**src/pkg/batch_setpoint_pkg.sv**
```systemverilog
package batch_setpoint_pkg;

  // time base for every value-driven timer: tenths of a second
  localparam int CLK_PERIOD_NS = 20;
  localparam int TENTH_SEC_NS = 100_000_000;
  localparam int TENTH_CYCLES_DFLT = (TENTH_SEC_NS + CLK_PERIOD_NS - 1) / CLK_PERIOD_NS;

  localparam int ADDR_W = 8;
  localparam int DATA_W = 32;

  localparam logic [ADDR_W-1:0] OFS_CTRL = 8'h00;
  localparam logic [ADDR_W-1:0] OFS_STATUS = 8'h04;
  localparam logic [ADDR_W-1:0] OFS_INT_STAT = 8'h08;
  localparam logic [ADDR_W-1:0] OFS_INT_MASK = 8'h0C;
  localparam logic [ADDR_W-1:0] OFS_TIMER_CFG = 8'h10;
  localparam logic [ADDR_W-1:0] OFS_CONC_CFG = 8'h14;
  localparam logic [ADDR_W-1:0] OFS_IND_CFG = 8'h18;
  localparam logic [ADDR_W-1:0] OFS_DIN_MASK = 8'h1C;
  localparam logic [ADDR_W-1:0] OFS_MEAN_TARGET = 8'h20;
  localparam logic [ADDR_W-1:0] OFS_MEAN_SAMPLES = 8'h24;
  // step table window: 0x40 + 4 * step
  localparam int STEP_WIN_LSB = 6;
  localparam logic [1:0] STEP_WIN_SEL = 2'h1;
  localparam int REG_IDX_LSB = 2;

  localparam int CTRL_START_BIT = 0;
  localparam int CTRL_ABORT_BIT = 1;

  // step word and window word fields
  localparam int KIND_LSB = 0;
  localparam int KIND_W = 4;
  localparam int SEL_LSB = 4;
  localparam int SEL_W = 5;
  localparam int LINE_W = 4;
  localparam int VAL_LSB = 16;
  localparam int VAL_W = 16;
  localparam int WIN_START_LSB = 0;
  localparam int WIN_END_LSB = 4;
  localparam int WIN_SEL_LSB = 8;

  localparam int IND_ZERO_LSB = 0;
  localparam int IND_MOTION_LSB = 8;
  localparam int IND_RANGE_LSB = 16;
  localparam int IND_BATCH_LSB = 24;

  localparam int STAT_RUN_BIT = 0;
  localparam int STAT_TOUT_BIT = 1;
  localparam int STAT_CONC_BIT = 2;
  localparam int STAT_MEAN_BIT = 3;
  localparam int STAT_JOG_BIT = 4;
  localparam int STAT_STEP_LSB = 8;
  localparam int STAT_RUNS_LSB = 16;

  localparam int INT_DONE_BIT = 0;
  localparam int INT_TIMER_BIT = 1;
  localparam int INT_JOG_BIT = 2;
  localparam int INT_W = 3;

  localparam int MEAN_LOG2_W = 4;
  localparam int SMP_W = 16;

  localparam logic [KIND_W-1:0] KIND_OFF = 4'h0;
  localparam logic [KIND_W-1:0] KIND_WEIGHT = 4'h1;
  localparam logic [KIND_W-1:0] KIND_STANDSTILL_WAIT_STEP = 4'h2;
  localparam logic [KIND_W-1:0] KIND_COUNTER = 4'h3;
  localparam logic [KIND_W-1:0] KIND_AUTOJOG = 4'h4;
  localparam logic [KIND_W-1:0] KIND_INPUT_MASK_SETPOINT = 4'h5;
  localparam logic [KIND_W-1:0] KIND_AVERAGED_WEIGHT_SETPOINT = 4'h6;

  typedef enum logic [1:0] {ST_IDLE, ST_RUN, ST_JOG} seq_state_e;

endpackage

```
**src/hdl/batch_setpoint_engine.sv**
```systemverilog
module batch_setpoint_engine
  import batch_setpoint_pkg::*;
#(
  parameter int NUM_STEPS = 16,
  parameter int NUM_OUT = 16,
  parameter int NUM_DIN = 8,
  parameter int WGT_W = 24,
  parameter int TENTH_CYCLES = TENTH_CYCLES_DFLT
)
(
  input wire logic clk,
  input wire logic resetn,
  input wire logic [ADDR_W-1:0] addr,
  input wire logic [DATA_W-1:0] wdata,
  input wire logic wr,
  input wire logic rd,
  output logic [DATA_W-1:0] rdata,
  input wire logic standstill,
  input wire logic zero_center,
  input wire logic in_range,
  input wire logic [NUM_STEPS-1:0] weight_sat,
  input wire logic [NUM_DIN-1:0] din,
  input wire logic sample_valid,
  input wire logic [WGT_W-1:0] raw_weight,
  output logic [NUM_OUT-1:0] dout,
  output logic irq
);

  // step index and line fields are four bits wide, so at most 16 of each
  localparam int STEP_W = $clog2(NUM_STEPS);
  localparam int PRE_W = $clog2(TENTH_CYCLES + 1);
  localparam int ACC_W = WGT_W + SMP_W;

  typedef struct packed {
    seq_state_e seq;
    logic [STEP_W-1:0] step;
    logic entry;
    logic [VAL_W-1:0] runs_left;
    logic runs_loaded;
    logic [VAL_W-1:0] jog_cnt;
    logic [PRE_W-1:0] pre_cnt;
    logic tmr_run;
    logic [VAL_W-1:0] tmr_cnt;
    logic tmr_out;
    logic conc_on;
    logic [VAL_W-1:0] conc_cnt;
    logic ss_m;
    logic ss_q;
    logic zc_m;
    logic zc_q;
    logic rg_m;
    logic rg_q;
    logic [NUM_STEPS-1:0] ws_m;
    logic [NUM_STEPS-1:0] ws_q;
    logic [NUM_DIN-1:0] din_m;
    logic [NUM_DIN-1:0] din_q;
    logic [ACC_W-1:0] acc;
    logic [SMP_W-1:0] smp_cnt;
    logic mean_sat;
    logic [NUM_STEPS-1:0][DATA_W-1:0] step_cfg;
    logic [DATA_W-1:0] tmr_cfg;
    logic [DATA_W-1:0] conc_cfg;
    logic [DATA_W-1:0] ind_cfg;
    logic [NUM_DIN-1:0] din_mask;
    logic [WGT_W-1:0] mean_target;
    logic [MEAN_LOG2_W-1:0] mean_log2;
    logic [INT_W-1:0] int_stat;
    logic [INT_W-1:0] int_mask;
    logic [NUM_OUT-1:0] dout;
    logic irq;
    logic [DATA_W-1:0] rdata;
  } eng_s;

  localparam eng_s ENG_RESET = '0;

  eng_s eng_r;
  eng_s eng_nxt;

  function automatic logic sel_hit(input logic [SEL_W-1:0] sel, input logic [LINE_W-1:0] line);
    sel_hit = sel[SEL_W-1] && (sel[LINE_W-1:0] == line);
  endfunction

  logic [DATA_W-1:0] cur_cfg;
  logic [KIND_W-1:0] cur_kind;
  logic [VAL_W-1:0] cur_val;
  logic [SEL_W-1:0] cur_sel;
  logic [STEP_W-1:0] prev_idx;
  logic [KIND_W-1:0] prev_kind;
  logic [SEL_W-1:0] prev_sel;
  logic prev_is_wgt;
  logic prev_found;
  logic [NUM_STEPS-1:0] wgt_kind;
  logic prev_sat;
  logic running;
  logic tick;
  logic din_ok;
  logic step_on;
  logic jog_on;
  logic zero_center_indicator;
  logic motion_indicator;
  logic capacity_range_indicator;
  logic batch_active_indicator;
  logic [STEP_W-1:0] t_start;
  logic [STEP_W-1:0] t_end;
  logic [VAL_W-1:0] t_val;
  logic [STEP_W-1:0] c_start;
  logic [STEP_W-1:0] c_end;
  logic [VAL_W-1:0] c_val;
  logic in_step_win;
  logic [STEP_W-1:0] widx;
  logic start_req;
  logic abort_req;
  logic [INT_W-1:0] int_clr;
  logic [DATA_W-1:0] status_word;
  logic [SMP_W-1:0] smp_last;
  logic [NUM_OUT-1:0] drv;
  logic adv;
  logic [INT_W-1:0] ev;
  logic signed [ACC_W-1:0] sum;
  logic signed [ACC_W-1:0] mean_full;

  assign cur_cfg = eng_r.step_cfg[eng_r.step];
  assign cur_kind = cur_cfg[KIND_LSB +: KIND_W];
  assign cur_val = cur_cfg[VAL_LSB +: VAL_W];
  assign cur_sel = cur_cfg[SEL_LSB +: SEL_W];
  // autojog corrects the nearest earlier weight-type step, which may sit behind a wait step
  for (genvar j = 0; j < NUM_STEPS; j++)
  begin : g_wgt
    assign wgt_kind[j] = (eng_r.step_cfg[j][KIND_LSB +: KIND_W] == KIND_WEIGHT) ||
                         (eng_r.step_cfg[j][KIND_LSB +: KIND_W] == KIND_AVERAGED_WEIGHT_SETPOINT);
  end

  always_comb
  begin
    prev_idx = '0;
    prev_found = 1'b0;
    for (int j = 0; j < NUM_STEPS; j++)
    begin
      if (wgt_kind[j] && (STEP_W'(j) < eng_r.step))
      begin
        prev_idx = STEP_W'(j);
        prev_found = 1'b1;
      end
    end
  end

  assign prev_kind = eng_r.step_cfg[prev_idx][KIND_LSB +: KIND_W];
  assign prev_sel = eng_r.step_cfg[prev_idx][SEL_LSB +: SEL_W];
  // with no weight-type step before it, an autojog has nothing to correct
  assign prev_is_wgt = prev_found;
  assign prev_sat = (prev_kind == KIND_AVERAGED_WEIGHT_SETPOINT) ? eng_r.mean_sat
                                                                  : eng_r.ws_q[prev_idx];
  assign running = eng_r.seq != ST_IDLE;
  // one free-running tenth prescaler: windows start off-phase by under one tenth
  assign tick = eng_r.pre_cnt == PRE_W'(TENTH_CYCLES - 1);
  assign din_ok = (eng_r.din_q & eng_r.din_mask) == '0;
  assign jog_on = eng_r.seq == ST_JOG;

  always_comb
  begin
    step_on = 1'b0;
    if (running)
    begin
      case (cur_kind)
        KIND_WEIGHT: step_on = !eng_r.ws_q[eng_r.step];
        KIND_AVERAGED_WEIGHT_SETPOINT: step_on = !eng_r.mean_sat;
        KIND_INPUT_MASK_SETPOINT: step_on = din_ok;
        KIND_AUTOJOG: step_on = 1'b1;
        default: step_on = 1'b0;
      endcase
    end
  end

  assign zero_center_indicator = eng_r.zc_q;
  assign motion_indicator = !eng_r.ss_q;
  assign capacity_range_indicator = eng_r.rg_q;
  assign batch_active_indicator = running;

  assign t_start = eng_r.tmr_cfg[WIN_START_LSB +: STEP_W];
  assign t_end = eng_r.tmr_cfg[WIN_END_LSB +: STEP_W];
  assign t_val = eng_r.tmr_cfg[VAL_LSB +: VAL_W];
  assign c_start = eng_r.conc_cfg[WIN_START_LSB +: STEP_W];
  assign c_end = eng_r.conc_cfg[WIN_END_LSB +: STEP_W];
  assign c_val = eng_r.conc_cfg[VAL_LSB +: VAL_W];

  assign in_step_win = addr[ADDR_W-1:STEP_WIN_LSB] == STEP_WIN_SEL;
  assign widx = addr[REG_IDX_LSB +: STEP_W];
  assign start_req = wr && (addr == OFS_CTRL) && wdata[CTRL_START_BIT];
  assign abort_req = wr && (addr == OFS_CTRL) && wdata[CTRL_ABORT_BIT];
  assign int_clr = (wr && (addr == OFS_INT_STAT)) ? wdata[INT_W-1:0] : '0;
  assign smp_last = (SMP_W'(1) << eng_r.mean_log2) - SMP_W'(1);

  assign status_word = (DATA_W'(eng_r.runs_left) << STAT_RUNS_LSB) |
                       (DATA_W'(eng_r.step) << STAT_STEP_LSB) |
                       (DATA_W'(jog_on) << STAT_JOG_BIT) |
                       (DATA_W'(eng_r.mean_sat) << STAT_MEAN_BIT) |
                       (DATA_W'(eng_r.conc_on) << STAT_CONC_BIT) |
                       (DATA_W'(eng_r.tmr_out) << STAT_TOUT_BIT) |
                       (DATA_W'(running) << STAT_RUN_BIT);

  // any number of sources may claim one line; they are or-ed
  for (genvar i = 0; i < NUM_OUT; i++)
  begin : g_line
    assign drv[i] =
      (step_on && sel_hit(cur_sel, LINE_W'(i))) |
      (jog_on && sel_hit(prev_sel, LINE_W'(i))) |
      (zero_center_indicator && sel_hit(eng_r.ind_cfg[IND_ZERO_LSB +: SEL_W], LINE_W'(i))) |
      (motion_indicator && sel_hit(eng_r.ind_cfg[IND_MOTION_LSB +: SEL_W], LINE_W'(i))) |
      (capacity_range_indicator && sel_hit(eng_r.ind_cfg[IND_RANGE_LSB +: SEL_W], LINE_W'(i))) |
      (batch_active_indicator && sel_hit(eng_r.ind_cfg[IND_BATCH_LSB +: SEL_W], LINE_W'(i))) |
      (eng_r.tmr_out && sel_hit(eng_r.tmr_cfg[WIN_SEL_LSB +: SEL_W], LINE_W'(i))) |
      (eng_r.conc_on && sel_hit(eng_r.conc_cfg[WIN_SEL_LSB +: SEL_W], LINE_W'(i)));
  end

  always_comb
  begin
    adv = 1'b0;
    ev = '0;
    sum = '0;
    mean_full = '0;
    eng_nxt = eng_r;
    eng_nxt.entry = 1'b0;
    eng_nxt.pre_cnt = tick ? '0 : PRE_W'(eng_r.pre_cnt + 1'b1);

    // pin status passes two flops before anything looks at it
    eng_nxt.ss_m = standstill;
    eng_nxt.ss_q = eng_r.ss_m;
    eng_nxt.zc_m = zero_center;
    eng_nxt.zc_q = eng_r.zc_m;
    eng_nxt.rg_m = in_range;
    eng_nxt.rg_q = eng_r.rg_m;
    eng_nxt.ws_m = weight_sat;
    eng_nxt.ws_q = eng_r.ws_m;
    eng_nxt.din_m = din;
    eng_nxt.din_q = eng_r.din_m;

    case (eng_r.seq)
      ST_IDLE:
      begin
        if (start_req)
        begin
          eng_nxt.seq = ST_RUN;
          eng_nxt.step = '0;
          eng_nxt.entry = 1'b1;
          eng_nxt.runs_left = VAL_W'(1);
          eng_nxt.runs_loaded = 1'b0;
          eng_nxt.tmr_out = 1'b0;
        end
      end
      ST_RUN:
      begin
        case (cur_kind)
          KIND_WEIGHT: adv = eng_r.ws_q[eng_r.step];
          // the stale mean is cleared on entry, so a fresh one is awaited
          KIND_AVERAGED_WEIGHT_SETPOINT: adv = eng_r.mean_sat && !eng_r.entry;
          KIND_STANDSTILL_WAIT_STEP: adv = eng_r.ss_q;
          KIND_COUNTER:
          begin
            // loaded once per batch; later passes over the step leave it alone
            if (!eng_r.runs_loaded)
            begin
              eng_nxt.runs_left = (cur_val == '0) ? VAL_W'(1) : cur_val;
              eng_nxt.runs_loaded = 1'b1;
            end
            adv = 1'b1;
          end
          KIND_AUTOJOG:
          begin
            if (!prev_is_wgt)
              adv = 1'b1;
            else if (eng_r.ss_q)
            begin
              if (prev_sat)
                adv = 1'b1;
              else
              begin
                eng_nxt.seq = ST_JOG;
                eng_nxt.jog_cnt = '0;
                ev[INT_JOG_BIT] = 1'b1;
              end
            end
          end
          KIND_INPUT_MASK_SETPOINT: adv = din_ok;
          default: adv = 1'b1;
        endcase
      end
      ST_JOG:
      begin
        // back to the check, which waits for standstill again
        if (eng_r.jog_cnt >= cur_val)
          eng_nxt.seq = ST_RUN;
        else if (tick)
          eng_nxt.jog_cnt = VAL_W'(eng_r.jog_cnt + 1'b1);
      end
      default: eng_nxt.seq = ST_IDLE;
    endcase

    if (adv)
    begin
      eng_nxt.entry = 1'b1;
      if (eng_r.step == STEP_W'(NUM_STEPS - 1))
      begin
        if (eng_r.runs_left > VAL_W'(1))
        begin
          eng_nxt.runs_left = VAL_W'(eng_r.runs_left - 1'b1);
          eng_nxt.step = '0;
        end
        else
        begin
          eng_nxt.seq = ST_IDLE;
          eng_nxt.entry = 1'b0;
          ev[INT_DONE_BIT] = 1'b1;
        end
      end
      else
        eng_nxt.step = STEP_W'(eng_r.step + 1'b1);
    end

    if (abort_req && running)
    begin
      eng_nxt.seq = ST_IDLE;
      eng_nxt.entry = 1'b0;
    end

    // raw samples only; rounding for display never reaches this path
    if (sample_valid)
    begin
      sum = $signed(eng_r.acc) + ACC_W'($signed(raw_weight));
      if (eng_r.smp_cnt >= smp_last)
      begin
        mean_full = sum >>> eng_r.mean_log2;
        eng_nxt.mean_sat = mean_full >= ACC_W'($signed(eng_r.mean_target));
        eng_nxt.acc = '0;
        eng_nxt.smp_cnt = '0;
      end
      else
      begin
        eng_nxt.acc = sum;
        eng_nxt.smp_cnt = SMP_W'(eng_r.smp_cnt + 1'b1);
      end
    end
    if (eng_r.entry && (cur_kind == KIND_AVERAGED_WEIGHT_SETPOINT))
    begin
      eng_nxt.mean_sat = 1'b0;
      eng_nxt.acc = '0;
      eng_nxt.smp_cnt = '0;
    end

    if (!running)
      eng_nxt.tmr_run = 1'b0;
    else if (eng_r.entry && (eng_r.step == t_start))
    begin
      eng_nxt.tmr_run = 1'b1;
      eng_nxt.tmr_cnt = '0;
      eng_nxt.tmr_out = 1'b0;
    end
    else if (eng_r.tmr_run)
    begin
      if (eng_r.entry && (eng_r.step == t_end))
        eng_nxt.tmr_run = 1'b0;
      else if (eng_r.tmr_cnt >= t_val)
      begin
        eng_nxt.tmr_out = 1'b1;
        eng_nxt.tmr_run = 1'b0;
        ev[INT_TIMER_BIT] = 1'b1;
      end
      else if (tick)
        eng_nxt.tmr_cnt = VAL_W'(eng_r.tmr_cnt + 1'b1);
    end

    if (!running)
      eng_nxt.conc_on = 1'b0;
    else if (eng_r.entry && (eng_r.step == c_start))
    begin
      eng_nxt.conc_on = 1'b1;
      eng_nxt.conc_cnt = '0;
    end
    else if (eng_r.conc_on)
    begin
      if (c_val == '0)
      begin
        if (eng_r.entry && (eng_r.step == c_end))
          eng_nxt.conc_on = 1'b0;
      end
      else if (eng_r.conc_cnt >= c_val)
        eng_nxt.conc_on = 1'b0;
      else if (tick)
        eng_nxt.conc_cnt = VAL_W'(eng_r.conc_cnt + 1'b1);
    end

    if (wr)
    begin
      case (addr)
        OFS_INT_MASK: eng_nxt.int_mask = wdata[INT_W-1:0];
        OFS_TIMER_CFG: eng_nxt.tmr_cfg = wdata;
        OFS_CONC_CFG: eng_nxt.conc_cfg = wdata;
        OFS_IND_CFG: eng_nxt.ind_cfg = wdata;
        OFS_DIN_MASK: eng_nxt.din_mask = wdata[NUM_DIN-1:0];
        OFS_MEAN_TARGET: eng_nxt.mean_target = wdata[WGT_W-1:0];
        OFS_MEAN_SAMPLES: eng_nxt.mean_log2 = wdata[MEAN_LOG2_W-1:0];
        default:
        begin
          if (in_step_win)
            eng_nxt.step_cfg[widx] = wdata;
        end
      endcase
    end

    // a new event wins over a clear written in the same cycle
    eng_nxt.int_stat = (eng_r.int_stat & ~int_clr) | ev;
    eng_nxt.irq = |(eng_nxt.int_stat & eng_nxt.int_mask);
    eng_nxt.dout = drv;

    eng_nxt.rdata = '0;
    if (rd)
    begin
      case (addr)
        OFS_STATUS: eng_nxt.rdata = status_word;
        OFS_INT_STAT: eng_nxt.rdata = DATA_W'(eng_r.int_stat);
        OFS_INT_MASK: eng_nxt.rdata = DATA_W'(eng_r.int_mask);
        OFS_TIMER_CFG: eng_nxt.rdata = eng_r.tmr_cfg;
        OFS_CONC_CFG: eng_nxt.rdata = eng_r.conc_cfg;
        OFS_IND_CFG: eng_nxt.rdata = eng_r.ind_cfg;
        OFS_DIN_MASK: eng_nxt.rdata = DATA_W'(eng_r.din_mask);
        OFS_MEAN_TARGET: eng_nxt.rdata = DATA_W'(eng_r.mean_target);
        OFS_MEAN_SAMPLES: eng_nxt.rdata = DATA_W'(eng_r.mean_log2);
        default:
        begin
          if (in_step_win)
            eng_nxt.rdata = eng_r.step_cfg[widx];
        end
      endcase
    end
  end

  always_ff @(posedge clk or negedge resetn)
  begin
    if (!resetn)
      eng_r <= ENG_RESET;
    else
      eng_r <= eng_nxt;
  end

  assign rdata = eng_r.rdata;
  assign dout = eng_r.dout;
  assign irq = eng_r.irq;

endmodule

```
**config.mk**
```make
export PLATFORM = sky130hd
export DESIGN_NAME = batch_setpoint_engine
export DESIGN_NICKNAME = d
export VERILOG_FILES = /design/src/pkg/batch_setpoint_pkg.sv /design/src/hdl/batch_setpoint_engine.sv
export SDC_FILE = /design/constraint.sdc
export NUM_CORES = 2
export LEC_CHECK = 0
export BUFFER_PORTS_ARGS = -buffer_cell sky130_fd_sc_hd__buf_2
export CAP_MARGIN = 20
export CORE_MARGIN = 3
export CORE_UTILIZATION = 40
export CTS_CLUSTER_DIAMETER = 120
export CTS_CLUSTER_SIZE = 16
export DETAILED_ROUTE_END_ITERATION = 7
export SYNTH_ARGS = -nofsm -noshare
export SYNTH_HDL_FRONTEND = slang
export SYNTH_SLANG_ARGS = --single-unit
export TNS_END_PERCENT = 50
```
**constraint.sdc**
```tcl
create_clock -name clk -period 6.35 [get_ports clk]
set_input_delay 0.9525 -clock clk [delete_from_list [all_inputs] [get_ports clk]]
set_output_delay 0.9525 -clock clk [all_outputs]
set_load 0.1 [all_outputs]
```
# ---- Word level (Yosys, flattened, before mapping)
# Index checks and enable logic that the tools add are counted.
dict set report word_totals {
  mem_bits_ro 0
  latchBits 0
  elab_cells 868
  n_memories 0
  output_inout_bits 49
  in_bits 96
  ramBits 0
  reg_bits 908
}
dict set report classes {
  div 0
  order_cmp 26
  n_bitwise 124
  n_reduce_logical 340
  shift 2
  n_mul 0
  mux 126
  eq_ne 189
  n_addsub 9
}
# op count
set op_table {}
lappend op_table {{$bwmux W512} 1}
lappend op_table {{$bmux W32 S4} 3}
lappend op_table {{$pmux W32 S9} 1}
lappend op_table {{$logic_and A1 B1 Y1} 284}
lappend op_table {{$eq A4 B4 Y1 const B} 65}
lappend op_table {{$eq A4 B3 Y1 const B} 52}
lappend op_table {{$mux W16} 13}
lappend op_table {{$mux W32} 5}
lappend op_table {{$demux W32 S4} 1}
lappend op_table {{$mux W57} 2}
lappend op_table {{$or A1 B1 Y1} 112}
lappend op_table {{$mux W17} 6}
lappend op_table {{$eq A4 B1 Y1 const B} 25}
lappend op_table {{$eq A4 B2 Y1 const B} 18}
lappend op_table {{$add A16 B1 Y16 const B} 4}
lappend op_table {{$ge A16 B16 Y1} 4}
lappend op_table {{$mux W56} 1}
lappend op_table {{$mux W1} 52}
lappend op_table {{$mux W4} 12}
lappend op_table {{$mux W23} 2}
lappend op_table {{$add A40 B24 Y40} 1}
lappend op_table {{$ge A40 B24 Y1} 1}
lappend op_table {{$sshr A40 B4 Y40} 1}
lappend op_table {{$mux W18} 2}
lappend op_table {{other kinds (57)} 148}

# ---- Logic depth before layout (Yosys ltp)
dict set report depth {
  word_depth 31
  mapped_depth 27
}

# ---- Worst setup path before layout
# Ideal clock, no wire load.
dict set report synth_timing {
  kind {in2reg}
  startpoint {in raw_weight[12]}
  endpoint {reg eng_r[699] in the netlist's numbering}
  cell_stages 26
  n_path_buf 0
  t_arrival_ps 6466
  setup_slack_ps -244
  setup_ps 128
  cell_sequence {ha_1 a21o_1 a21o_1 a221o_1 o211a_1 o2111ai_1 a31oi_1 or3_1 a311oi_1 xnor2_1 nor2_1 o31a_1 mux4_2 ha_1 a21o_1 a21o_1 a21o_1 a21oi_1 nor2b_1 o21ai_0 nand2b_1 a21oi_1 nor2_1 a2111oi_0 mux2i_1 o22ai_1}
}
dict set report synth_between {
  elab_chain_len 6
}
# item line_no
set synth_rtl {}
lappend synth_rtl {{start, declared} batch_setpoint_engine.sv:24} ;# input wire logic [WGT_W-1:0] raw_weight,
lappend synth_rtl {{$add A40 B24 Y40} batch_setpoint_engine.sv:328} ;# sum = $signed(eng_r.acc) + ACC_W'($signed(raw_weight));
lappend synth_rtl {{$sshr A40 B4 Y40} batch_setpoint_engine.sv:331} ;# mean_full = sum >>> eng_r.mean_log2;
lappend synth_rtl {{$ge A40 B24 Y1} batch_setpoint_engine.sv:332} ;# eng_nxt.mean_sat = mean_full >= ACC_W'($signed(eng_r.mean_target));
lappend synth_rtl {{$mux W1} batch_setpoint_engine.sv:329} ;# if (eng_r.smp_cnt >= smp_last)
lappend synth_rtl {{$mux W57} batch_setpoint_engine.sv:326} ;# if (sample_valid)
lappend synth_rtl {{$mux W57} batch_setpoint_engine.sv:342} ;# if (eng_r.entry && (cur_kind == KIND_AVERAGED_WEIGHT_SETPOINT))
lappend synth_rtl {{end signal, assigned} batch_setpoint_engine.sv:441} ;# eng_r <= eng_nxt;
lappend synth_rtl {{end, declared} batch_setpoint_engine.sv:76} ;# eng_s eng_r;
# Every way passes these cells. The select of a mux whose other input is x is not followed.
# A chain may end at the register's enable or synchronous reset.

# ---- Final worst setup path
dict set report layout_timing {
  startpoint {reg eng_r[728] in the netlist's numbering}
  endpoint {reg eng_r[699] in the netlist's numbering}
}
dict set report layout_between {
  elab_chain_len 6
}
# item line_no
set layout_rtl {}
lappend layout_rtl {{$add A40 B24 Y40} batch_setpoint_engine.sv:328}
lappend layout_rtl {{$sshr A40 B4 Y40} batch_setpoint_engine.sv:331}
lappend layout_rtl {{$ge A40 B24 Y1} batch_setpoint_engine.sv:332}
lappend layout_rtl {{$mux W1} batch_setpoint_engine.sv:329}
lappend layout_rtl {{$mux W57} batch_setpoint_engine.sv:326}
lappend layout_rtl {{$mux W57} batch_setpoint_engine.sv:342}
# Every way passes these cells. The select of a mux whose other input is x is not followed.

==> results.txt <==
----------------------------------------------------
[Outcome]
  Run status ... completed

[Floorplanning]
  Floorplan Core Area ... 132,000 µm²
  Ports ... 145
  Die width ... 371 µm
  Full die area ... 138,000 µm²
  Die Span Y ... 371 µm
  Number of rows in the core area ... 133
  Initial cell density of the core ... 40.5%

[Worst setup path]
  Data required time of the critical path ... 6.89 ns
  Slack of the worst reg-to-reg path ... 0.37 ns
  Logic depth of the worst register-to-register path ... 26
  CP endpoint ... eng_r[699]
  Arrival time at the worst endpoint ... 6.52 ns
  Start-to-end type of the worst setup path ... register to register
  Startpoint of the worst-slack reg-to-reg timing path ... eng_r[728]
  Start point of the critical path ... eng_r[728]
  Crit path launch type ... register
  Crit path capture type ... register
  Maximum net fanout on the critical path ... 4
  Reg-to-reg endpoint ... eng_r[699]

[Yosys]
  Multiplexer share of the synthesized area ... 27.2%
  Post-Synth Simple-Gate Area ... 9.93%
  Most frequently used flop master after synthesis ... sky130_fd_sc_hd__dfrtp_1
  Count of flip-flops with a built-in enable after synthesis ... 0
  Leading post-synthesis cells by cell area ... sky130_fd_sc_hd__dfrtp_1 (43%), sky130_fd_sc_hd__mux2_2 (14%), sky130_fd_sc_hd__mux4_2 (12%), sky130_fd_sc_hd__ha_1 (3.6%), sky130_fd_sc_hd__nand2_1 (2.5%)
  Yosys Warn Count ... 0
  Top cell type's share of synthesized area ... 42.6%
  Synthesized-area fraction occupied by xor and xnor cells ... 1.62%
  Combinational family with the most area after synthesis ... multiplexers
  Post-synthesis compound-gate area fraction ... 10.8%
  Post-synth top area cell ... sky130_fd_sc_hd__dfrtp_1
  Mean Syn Cell Area ... 11.7 µm²
  Post-Synth Adder-Cell Area ... 3.65%
  Proportion of synthesized chip area in sequential cells ... 42.6%
  Synthesized cell area ... 53,400 µm²
  Number of register bits inferred by synthesis ... 908
  Syn nets ... 4,814
  Most instantiated cells after synthesis ... sky130_fd_sc_hd__dfrtp_1 (908), sky130_fd_sc_hd__mux2_2 (654), sky130_fd_sc_hd__nand2_1 (360), sky130_fd_sc_hd__mux4_2 (293)
  Post-synthesis instance total ... 4,563
  Most repeated cell in the gate-level netlist after synthesis ... sky130_fd_sc_hd__dfrtp_1
  Async SR Flop Fraction ... 100%
  Count of unique library cells instantiated by Yosys ... 120

[Place]
  Area of placed instances ... 56,500 µm²
  Final GP Congestion ... 0.887
  Dpl hpwl ... 110,000 µm
  Cell count after placement ... 6,301
  IO Port Bufs ... 144
  Worst slack at placement ... -0.422 ns

[STA]
  Post-route fraction of the period consumed by the critical path ... 94.1%
  Number of endpoints with negative hold slack in the final report ... 0
  Final number of max-transition violations ... 0
  Final Setup Violations ... 0
  Timing-limited maximum frequency ... 167 MHz
  Fin Hold WS ... 0.318 ns
  Final critical path time including I/O delays and setup ... 5.98 ns
  Setup repair after global routing missed its margin ... false
  Measured slew at the worst slew-check pin ... 1.16 ns
  Skew final ... 0.0492 ns
  Fin worst setup slack ... 0.374 ns
  Worst slew margin relative to its limit ... 22.8%

[Routing]
  Uppermost signal routing layer after detailed routing ... met5
  Violation count after the first detailed-routing iteration ... 3,864
  Wire length per cell after detailed routing ... 25.3 µm
  Final routed DRC violation total ... 0
  Antenna-violating nets left ... 0
  WL met2 ... 75,700 µm
  Via total after detailed routing ... 38,800
  Detailed-route wire length on metal 1 ... 69,700 µm
  Wire length after detailed routing ... 162,000 µm
  1st-pass router iterations ... 7
  Detailed-route vias per instance ... 6.07
  Detailed-routed wire length on met3 ... 10,300 µm

[Cells and area]
  Synthesis-to-layout area growth ... 9.48%
  Share of post-route cells with drive strength above 1 ... 32.5%
  Non-Filler Instances ... 6,389
  Summed area of non-filler cells in the final layout ... 58,500 µm²
  Count of nets after finishing ... 4,869

[Clock network]
  Clock Pin Slew Worst Setup and Hold Paths ... 0.08 ns
  Sink Count ... 908
  CTS Buf Count ... 68
  Maximum level of the CTS H-tree ... 3
  CTS Hold Buffers Added ... 0
  Insertion delay to the later sink of the worst-skew pair ... 0.68 ns
  Max clock buf depth ... 3
  Buffer type at the clock tree root ... sky130_fd_sc_hd__clkbuf_16
  Clock tree from TritonCTS ... built

[Power and ir drop]
  Total Power ... 20.6 mW
  Total power per unit cell area ... 352 nW/µm²
  Standby leakage power ... 25.8 nW
  Maximum resistive drop on vdd ... 0.000238 V

[Global routing]
  Wire length of the first global-routing pass ... 246,000 µm
  Initial antenna violation count ... 13
  Total global routing overflow ... 0
  Largest net degree at the start of global routing ... 173
  Via count of the first global-routing pass ... 38,600
  Global routing usage summed across all routing layers ... 23.4%

[Min path]
  Path type of the worst min-delay path ... input pin to asynchronous set/reset pin

[Job]
  Max-capacitance violation count ... 0

----------------------------------------------------
[critical path: stages, from the launching register on]
cell	delay (ns)
sky130_fd_sc_hd__dfrtp_1	0.42
sky130_fd_sc_hd__ha_1	0.30
sky130_fd_sc_hd__a21o_1	0.18
sky130_fd_sc_hd__a21o_1	0.17
sky130_fd_sc_hd__a221o_1	0.41
sky130_fd_sc_hd__o211a_1	0.26
sky130_fd_sc_hd__o2111ai_2	0.25
sky130_fd_sc_hd__a31oi_2	0.15
sky130_fd_sc_hd__or3_4	0.39
sky130_fd_sc_hd__a311oi_4	0.35
sky130_fd_sc_hd__xnor2_2	0.16
sky130_fd_sc_hd__nor2_1	0.08
sky130_fd_sc_hd__o31a_1	0.30
sky130_fd_sc_hd__mux4_2	0.48
sky130_fd_sc_hd__ha_1	0.19
sky130_fd_sc_hd__a21o_1	0.18
sky130_fd_sc_hd__a21o_1	0.17
sky130_fd_sc_hd__a21o_1	0.17
sky130_fd_sc_hd__a21oi_1	0.14
sky130_fd_sc_hd__nor2b_1	0.06
sky130_fd_sc_hd__o21ai_0	0.15
sky130_fd_sc_hd__nand2b_1	0.08
sky130_fd_sc_hd__a21oi_1	0.16
sky130_fd_sc_hd__nor2_1	0.07
sky130_fd_sc_hd__a2111oi_2	0.26
sky130_fd_sc_hd__mux2i_1	0.22
sky130_fd_sc_hd__o22ai_1	0.09
[cells in the final DEF (no fill, tap or decap), types with 93 or more instances in the layout]
cell type,Yosys,layout
sky130_fd_sc_hd__buf_4,54,212
sky130_fd_sc_hd__nand3_1,94,93
sky130_fd_sc_hd__ha_1,154,154
sky130_fd_sc_hd__dfrtp_1,908,902
sky130_fd_sc_hd__nand2_1,360,358
sky130_fd_sc_hd__buf_2,20,141
sky130_fd_sc_hd__a21oi_1,136,135
sky130_fd_sc_hd__mux2_2,654,654
sky130_fd_sc_hd__mux4_2,293,293
sky130_fd_sc_hd__nor2_1,222,208
sky130_fd_sc_hd__o21ai_0,140,137
sky130_fd_sc_hd__inv_1,141,141
[how the worst min path moves through the flow]
stage | from | end | slack (ns) | cells past startpoint
after floorplan | eng_nxt[804] | capacity_range_indicator | 0.33 | 0
after global placement | eng_nxt[779] | eng_r[779] | 0.34 | 0
after detailed placement | eng_nxt[756] | eng_r[756] | 0.33 | 0
after CTS | resetn | eng_r[339] | 0.33 | 1
after global routing | eng_nxt[782] | eng_r[782] | 0.34 | 0
final | resetn | eng_r[371] | 0.32 | 1
[cells by family after synthesis]
family / after synthesis
flops: 908
buf+inv: 522
mux: 1001
other cells: 1
fa+ha+maj: 155
xor+xnor: 99
compound gates: 798
simple gates: 1079
[power by group]
group / internal [mW] / switching, mW / total (mW) / leakage [nW]
Sequential: 6.46 / 0.716 / 7.17 / 12.0
Combinational: 4.25 / 5.06 / 9.32 / 12.9
Clock: 1.98 / 2.12 / 4.10 / 0.901
Total: 12.7 / 7.90 / 20.6 / 25.8
[metrics by stage]
step,utilization (%),TNS [ns]
4_1_cts,44.2,0
2_1_floorplan,-,0
3_3_place_gp,42.8,-0.464
6_report,44.3,0
3_5_place_dp,42.8,-0.422
5_1_grt,44.3,0
[layer usage]
layer  GRT usage [%]  vias up
li1                -    17100
met1            31.8    20200
met2            37.4     1251
met3            3.94      280
met4            8.74       14
met5               0        -
[state kept, by name, indices dropped and copies added (netlist names)]
| name | count |
|---|---|
| c_end | 4 |
| irq | 1 |
| c_val | 16 |
| zero_center_indicator | 1 |
| dout | 16 |
| capacity_range_indicator | 1 |
| eng_r | 806 |
| rdata | 32 |
| eng_nxt | 27 |
| c_start | 4 |
[cell type report]
type	instances	area [µm²]
inverter	143	537
tap	1755	2200
sequential	908	22700
fill	12200	73500
clock buffer	74	1770
multi-input combinational	3133	28600
antenna	5	12.5
timing repair buffer	364	2510
clock inverter	7	61.3
[timing repair]
action,4_1_cts,5_1_grt
setup endpoints to repair,0,1
resized for setup,0,13
buffers inserted,0,1
Note: power is estimated with default switching activity, not from simulation.
